[src/design/hvcfg_regs.vh]
// Purpose: constants for the high-voltage indirect configuration block
// Assumes: 25 MHz clock
// Notes:   command codes, field positions, reset values, latency counts
`ifndef HVCFG_REGS_VH
`define HVCFG_REGS_VH
`define HVCFG_CMD_RD_A      8'h00
`define HVCFG_CMD_RD_B      8'h01
`define HVCFG_CMD_RD_STA    8'h02
`define HVCFG_CMD_RD_MON    8'h03
`define HVCFG_CMD_WR_A      8'h08
`define HVCFG_CMD_WR_B      8'h09
`define HVCFG_SETUP_RST     8'h00
`define HVCFG_DATA_RST      12'h000
`define HVCFG_A_THERM_DIS   7
`define HVCFG_A_OSC_EN      6
`define HVCFG_A_RSVD        5
`define HVCFG_A_WAKE_DRV    4
`define HVCFG_A_SUPMON_EN   3
`define HVCFG_A_LVF_EN      2
`define HVCFG_A_LIN_HI      1
`define HVCFG_A_LIN_LO      0
`define HVCFG_B_ATTEN_EN    7
`define HVCFG_B_TMON_EN     6
`define HVCFG_B_VSHORT_EN   5
`define HVCFG_LIN_OFF       2'h0
`define HVCFG_LIN_ON        2'h2
`define HVCFG_STAT_BUSY     0
`define HVCFG_STAT_RD_OK    1
`define HVCFG_STAT_WR_OK    2
`define HVCFG_CLK_MHZ       25
`define HVCFG_LATENCY_US    10
`define HVCFG_LATENCY_CYC   (`HVCFG_LATENCY_US * `HVCFG_CLK_MHZ)
`define HVCFG_MON_LVF       3
`endif

[src/design/hvcfg_store.v]
// Purpose: two 8-bit setup registers with registered read port
// Assumes: synchronous active-low reset, clock enable freezes state
// Notes:   write and read selected by one address bit
`timescale 1ns/1ps
`include "hvcfg_regs.vh"
module hvcfg_store (
  input  wire       clock,
  input  wire       rst_n,
  input  wire       clk_en,
  input  wire       wr_en,
  input  wire       sel_b,
  input  wire [7:0] wr_data,
  output reg  [7:0] rd_data,
  output reg  [7:0] setup_a_reg,
  output reg  [7:0] setup_b_reg
);
  always @(posedge clock) begin
    if (!rst_n) begin
      setup_a_reg <= `HVCFG_SETUP_RST;
      setup_b_reg <= `HVCFG_SETUP_RST;
      rd_data     <= `HVCFG_SETUP_RST;
    end else if (clk_en) begin
      if (wr_en && !sel_b)
        setup_a_reg <= wr_data;
      if (wr_en && sel_b)
        setup_b_reg <= wr_data;
      rd_data <= sel_b ? setup_b_reg : setup_a_reg;
    end
  end
endmodule

[src/design/hvcfg_top.v]
// Purpose: indirect command/data access to two high-voltage setup registers
// Assumes: one clock, synchronous active-low reset, synchronous inputs
// Notes:   status and monitor reads return their input ports
`timescale 1ns/1ps
`include "hvcfg_regs.vh"
module hvcfg_top #(
  parameter LATENCY_CYC = `HVCFG_LATENCY_CYC
) (
  input  wire        clock,
  input  wire        rst_n,
  input  wire        clk_en,
  input  wire        cmd_wr,
  input  wire [7:0]  cmd_wdata,
  output wire [7:0]  hv_command_byte,
  input  wire        data_wr,
  input  wire [11:0] data_wdata,
  output wire [11:0] hv_indirect_data,
  input  wire [7:0]  hv_status_in,
  input  wire [7:0]  hv_monitor_state,
  input  wire        thermal_event,
  input  wire        supply_low,
  input  wire        hv_interrupt_source,
  output wire        wake_pin_drive,
  output wire        wake_pin_pulldown,
  output wire        osc_power_en,
  output wire        supply_monitor_en,
  output wire        supply_irq,
  output wire        low_voltage_flag_en,
  output wire        lin_driver_en,
  output wire        atten_en,
  output wire        temp_monitor_en,
  output wire        vchan_short_en
);
  localparam ST_IDLE = 1'b0;
  localparam ST_BUSY = 1'b1;
  localparam [15:0] LOAD_CYC = LATENCY_CYC[15:0];

  // sequencer state and status
  reg        state_reg;
  reg        state_next;
  reg [15:0] count_reg;
  reg [15:0] count_next;
  reg [7:0]  cmd_reg;
  reg [7:0]  cmd_next;
  reg [11:0] data_reg;
  reg [11:0] data_next;
  reg        rd_ok_reg;
  reg        rd_ok_next;
  reg        wr_ok_reg;
  reg        wr_ok_next;
  reg        done_reg;
  reg        done_next;

  // setup values and command decode
  wire [7:0] setup_a;
  wire [7:0] setup_b;
  wire [7:0] store_rd;
  wire       cmd_rd_a;
  wire       cmd_rd_b;
  wire       cmd_rd_sta;
  wire       cmd_rd_mon;
  wire       cmd_wr_a;
  wire       cmd_wr_b;
  wire       is_rd_cfg;
  wire       is_wr_cfg;
  wire       is_rd_any;
  wire       busy;
  wire       take_cmd;
  wire       take_data;
  wire       fire;
  wire       store_wr;
  wire       thermal_cut;
  wire [1:0] lin_mode;

  assign cmd_rd_a   = (cmd_reg == `HVCFG_CMD_RD_A);
  assign cmd_rd_b   = (cmd_reg == `HVCFG_CMD_RD_B);
  assign cmd_rd_sta = (cmd_reg == `HVCFG_CMD_RD_STA);
  assign cmd_rd_mon = (cmd_reg == `HVCFG_CMD_RD_MON);
  assign cmd_wr_a   = (cmd_reg == `HVCFG_CMD_WR_A);
  assign cmd_wr_b   = (cmd_reg == `HVCFG_CMD_WR_B);
  assign is_rd_cfg  = cmd_rd_a || cmd_rd_b;
  assign is_wr_cfg  = cmd_wr_a || cmd_wr_b;
  assign is_rd_any  = is_rd_cfg || cmd_rd_sta || cmd_rd_mon;

  // busy covers the countdown and the extra read-back cycle
  assign busy      = (state_reg == ST_BUSY) || done_reg;
  // requests made while busy are dropped
  assign take_cmd  = cmd_wr && !busy;
  assign take_data = data_wr && !busy;
  assign fire      = (state_reg == ST_BUSY) && (count_reg == 16'h0001);
  assign store_wr  = fire && is_wr_cfg;

  // setup storage with registered read-back
  hvcfg_store hvcfg_store_inst (
    .clock       (clock),
    .rst_n       (rst_n),
    .clk_en      (clk_en),
    .wr_en       (store_wr),
    .sel_b       (cmd_reg[0]),
    .wr_data     (data_reg[7:0]),
    .rd_data     (store_rd),
    .setup_a_reg (setup_a),
    .setup_b_reg (setup_b)
  );

  always @* begin
    // hold everything but done, which clears each cycle, unless the sequencer moves it
    state_next = state_reg;
    count_next = count_reg;
    cmd_next   = cmd_reg;
    data_next  = data_reg;
    rd_ok_next = rd_ok_reg;
    wr_ok_next = wr_ok_reg;
    done_next  = 1'b0;

    case (state_reg)
      ST_IDLE: begin
        if (take_data) begin
          data_next = {4'h0, data_wdata[7:0]};
        end
        if (take_cmd) begin
          cmd_next   = cmd_wdata;
          count_next = LOAD_CYC;
          state_next = ST_BUSY;
        end
      end

      ST_BUSY: begin
        count_next = count_reg - 16'h0001;
        // the last count applies the command
        if (fire) begin
          state_next = ST_IDLE;
          done_next  = is_rd_cfg;
          rd_ok_next = is_rd_any;
          wr_ok_next = is_wr_cfg;
          if (cmd_rd_sta) begin
            data_next = {cmd_reg[3:0], hv_status_in};
          end
          if (cmd_rd_mon) begin
            data_next = {cmd_reg[3:0], hv_monitor_state};
          end
          if (is_wr_cfg) begin
            data_next = {cmd_reg[3:0], data_reg[7:0]};
          end
        end
      end

      default: begin
        state_next = ST_IDLE;
        count_next = 16'h0000;
      end
    endcase

    // setup read-back lands one cycle after the store's registered read
    if (done_reg) begin
      data_next = {cmd_reg[3:0], store_rd};
    end
  end

  // clock enable low freezes every register
  always @(posedge clock) begin
    if (!rst_n) begin
      state_reg <= ST_IDLE;
      count_reg <= 16'h0000;
      cmd_reg   <= 8'h00;
      data_reg  <= `HVCFG_DATA_RST;
      rd_ok_reg <= 1'b0;
      wr_ok_reg <= 1'b0;
      done_reg  <= 1'b0;
    end else if (clk_en) begin
      state_reg <= state_next;
      count_reg <= count_next;
      cmd_reg   <= cmd_next;
      data_reg  <= data_next;
      rd_ok_reg <= rd_ok_next;
      wr_ok_reg <= wr_ok_next;
      done_reg  <= done_next;
    end
  end

  // command status view: bits 7-3 read as zero
  assign hv_command_byte  = {5'h00, wr_ok_reg, rd_ok_reg, busy};
  assign hv_indirect_data = data_reg;

  // wake driver cut while a thermal event stands and shutdown is armed
  assign thermal_cut       = thermal_event && !setup_a[`HVCFG_A_THERM_DIS];
  assign wake_pin_drive    = setup_a[`HVCFG_A_WAKE_DRV] && !thermal_cut;
  assign wake_pin_pulldown = !setup_a[`HVCFG_A_WAKE_DRV];

  // setup a: oscillator, supply monitor and low-voltage flag
  assign osc_power_en        = setup_a[`HVCFG_A_OSC_EN];
  assign supply_monitor_en   = setup_a[`HVCFG_A_SUPMON_EN];
  assign supply_irq          = setup_a[`HVCFG_A_SUPMON_EN] && supply_low
                               && hv_interrupt_source;
  assign low_voltage_flag_en = setup_a[`HVCFG_A_LVF_EN];

  // only code 10 enables the line driver, reserved codes leave it off
  assign lin_mode      = {setup_a[`HVCFG_A_LIN_HI], setup_a[`HVCFG_A_LIN_LO]};
  assign lin_driver_en = (lin_mode == `HVCFG_LIN_ON);

  // setup b: attenuator, temperature monitor and channel short
  assign atten_en        = setup_b[`HVCFG_B_ATTEN_EN];
  assign temp_monitor_en = setup_b[`HVCFG_B_TMON_EN];
  assign vchan_short_en  = setup_b[`HVCFG_B_VSHORT_EN];
endmodule

[config.mk]
export PLATFORM = sky130hd
export DESIGN_NAME = hvcfg_top
export DESIGN_NICKNAME = d
export VERILOG_FILES = /design/src/design/hvcfg_store.v /design/src/design/hvcfg_top.v
export VERILOG_INCLUDE_DIRS = /design/src /design/src/design
export SDC_FILE = /design/constraint.sdc
export NUM_CORES = 1
export LEC_CHECK = 0
export ABC_CLOCK_PERIOD_IN_PS = 2900
export BUFFER_PORTS_ARGS = -buffer_cell sky130_fd_sc_hd__buf_2
export CAP_MARGIN = 20
export CORE_MARGIN = 5
export CORE_UTILIZATION = 30
export DETAILED_ROUTE_END_ITERATION = 10
export PLACE_DENSITY = 0.57
export REMOVE_ABC_BUFFERS = 1
export SLEW_MARGIN = 40
export SYNTH_ARGS = -nofsm -noshare
export SYNTH_HDL_FRONTEND = slang
export SYNTH_HIERARCHICAL = 1
export SYNTH_SLANG_ARGS = --single-unit
[constraint.sdc]
create_clock -name clock -period 2.9 [get_ports clock]
set_input_delay 0.29 -clock clock [delete_from_list [all_inputs] [get_ports clock]]
set_output_delay 0.29 -clock clock [all_outputs]
set_load 0.02 [all_outputs]
==> results by group <==
Clocking
  – Clock transition at path regs: 70 ps
  – Post-CTS Setup Inserts: 0
  – Skew-Pair Late Insertion Delay: 340 ps
  – CTS Buf Count: 9
  – Hold buffers post-CTS: 0
  – Clock Sinks: 64
  – Clock Path Buffers: 2
  – CTS tree: done
  – Post-CTS sizing: 0
  – H-tree levels: 3
  – Root Driver: clkbuf_8

Detailed routing
  – Initial drt markers: 184
  – Avg WL per Cell: 14.4 microns
  – Post-route ant nets: 0
  – # DRC: 0
  – DR vias: 2565
  – DRT Wirelength: 7.75 mm
  – DR pass1 iterations: 6
  – Vias per cell: 4.78

STA
  – Final WS setup: 488 ps
  – Worst slew margin: 45.2%
  – Worst Skew: 7.33 ps
  – Fin crit share: 83.2%
  – Worst slew pin tran: 820 ps
  – Setup_tns: 0 ps
  – Final hold vios: 0
  – Setup violators final: 0
  – Slew Viols, Final: 0
  – Tmin final: 2410 ps
  – Max Fclk: 0.415 GHz
  – WHS: 202 ps
  – RSZ-0062 raised after global routing: no

Flow run
  – Total of max-cap violations: 0

Power
  – Peak VDD IR: 0.211 mV
  – Leakage Power: 0.00158 uW
  – Power density cells: 523 nW/um^2

Synthesis
  – Yosys cell types: 51
  – Cell Area, Synth: 3110 sq um
  – Async set or reset register ratio after synthesis: 0%
  – Top post-synthesis cells by area: dfxtp_1, mux2i_1, nand2_1
  – Post-synth EDFFs: 0
  – Gate Count Post-Synth: 339
  – Most used DFF post-synth: dfxtp_1
  – Flip-flop and latch count after synthesis: 64
  – Sequential share of the synthesized area: 41.1%
  – Syn avg cell area: 9.19 sq um
  – Most frequent cells after synthesis: dfxtp_1, nand2_1, mux2i_1
  – Area leader, netlist: dfxtp_1
  – Yosys warns: 6
  – Top-area cell type share of the netlist area: 41.1%
  – Most frequent cell after synthesis: dfxtp_1

Placement
  – Routability cong.: 0.711
  – DP Worst Slack: 505 ps
  – Detailed Place HPWL: 5.65 mm
  – IO buf count: 64

Layout
  – Layout area overhead: 18.3%
  – Fillers: 1046
  – # diodes: 0
  – Share of cells above drive strength 1: 27.4%
  – Largest register FFs: 16
  – Final nets: 443
  – Final core occ: 36.0%

Global route
  – Initial antenna violation count: 1
  – Largest net degree at the start of global routing: 51
  – Global route overflow: 0
  – Vias in the first global route: 2566
  – First-pass GRT wire length: 12.8 mm
  – Gr usage total: 12.8%

Die
  – Chip Width: 112 microns
  – Die Y: 112 microns
  – Initial Utilization: 30.4%
  – Core ar.: 10200 sq um
  – # IOs: 74
  – Die area: 12500 sq um
  – Rows: 37

Run status
  – Status: finished clean

Setup path
  – Critical Path RT: 3170 ps
  – R2R Path Start: count_reg[0]$_SDFFE_PN0P_
  – Cells on worst reg2reg path: 7
  – Worst EP arrival: 2680 ps
  – Critical path class: reg -> reg
  – R2r setup slk: 490 ps
  – R2R Path End: hvcfg_store_inst/setup_a_reg[7]$_SDFFE_PN0P_
  – CP Capture Type: register
  – Critical-path maximum fanout: 8
  – Worst setup SP type: register

Hold path
  – HP Start: cmd_wdata[7]
  – Hold Crit Depth: 3
  – Hold crit path type: in -> reg
  – Worst hold endpoint: cmd_reg[7]$_SDFFE_PN0P_
==> worst max-delay path, cell delays in order (launching register included) <==
cell and delay [ps]:
dfxtp_1 410, ha_1 170, nor4b_1 340, nand4_1 220, nor4_1 540, and3b_1 240
buf_4 210, mux2i_1 210
==> layer usage <==
layer	wire (microns)	vias up	global-route usage, %	part of all wire, %
li1	-	1307	-	-
met1	3480	1186	16.1	45
met2	3750	55	20.1	48
met3	313	15	2.72	4.0
met4	198	2	7.38	2.6
met5	9	-	0	0.12
==> cells in the final DEF, fill, tap and decap left out, types with 2 or more instances in the layout <==
cell type and count:
inv_1 6, nand3b_1 3, xor2_1 3, mux2_2 8, and3_1 5, a21oi_1 10
a21oi_2 8, xnor2_1 3, nor2_1 8, conb_1 5, o21ai_0 12, a21boi_0 12
buf_4 10, a21boi_1 3, nor4_1 2, nand3_1 7, buf_2 63, and2_1 10
nor2b_1 5, clkinv_2 3, ha_1 2, dfxtp_1 64, o31ai_1 8, o2bb2ai_1 4
a222oi_1 8, clkbuf_8 10, mux2i_1 31, nand2_1 62, nor3_1 4
==> logic make-up (layout without fill, tap and decap cells) <==
kind of cell / Yosys count / count (layout) / share of synthesized area [%]
XOR/XNOR: 6 / 6 / 1.69
other: 1 / 5 / 0.120
AND/OR/NAND/NOR: 120 / 120 / 19.8
multiplexers: 39 / 39 / 12.9
adder cells (fa/ha/maj): 2 / 2 / 0.803
AO/OA/AOI/OAI: 71 / 71 / 16.7
buffers and inverters: 36 / 94 / 6.87
flip-flops: 64 / 64 / 41.1
==> worst max-delay path by stage <==
stage / start / end / slack [ps]
after floorplan: count_reg[0]$_SDFFE_PN0P_ / hvcfg_store_inst/setup_a_reg[0]$_SDFFE_PN0P_ / 740
after global placement: count_reg[0]$_SDFFE_PN0P_ / hvcfg_store_inst/setup_b_reg[5]$_SDFFE_PN0P_ / 550
final: count_reg[0]$_SDFFE_PN0P_ / hvcfg_store_inst/setup_a_reg[7]$_SDFFE_PN0P_ / 490
after detailed placement: count_reg[0]$_SDFFE_PN0P_ / hvcfg_store_inst/setup_a_reg[7]$_SDFFE_PN0P_ / 500
after global routing: count_reg[1]$_SDFFE_PN0P_ / hvcfg_store_inst/setup_b_reg[5]$_SDFFE_PN0P_ / 180
after CTS: count_reg[0]$_SDFFE_PN0P_ / hvcfg_store_inst/setup_b_reg[3]$_SDFFE_PN0P_ / 490
==> metrics by stage <==
step | instance area [sq um] | cells | total power (uW)
floorplan | 2940 | 313 | 1100
global placement | 3500 | 522 | 1200
finish | 3680 | 537 | 1930
CTS | 3680 | 537 | 1950
detailed placement | 3500 | 522 | 1200
global route | 3680 | 537 | 2030
==> final cells by class <==
cell class                      count  area (sq um)  area share (%)
Clock inverter                      4          45.0            1.22
Timing Repair Buffer               73           390            10.6
Tap cell                          136           170            4.62
Inverter                            6          22.5           0.611
Sequential cell                    64          1280            34.8
Multi-Input combinational cell    243          1630            44.3
Clock buffer                       11           141            3.84
==> report_power, final <==
| part | internal, uW | switching [uW] |
|---|---|---|
| Clock | 411 | 330 |
| Combinational | 97.1 | 142 |
| Sequential | 913 | 31.7 |
Note: power is estimated with default switching activity, not from simulation.
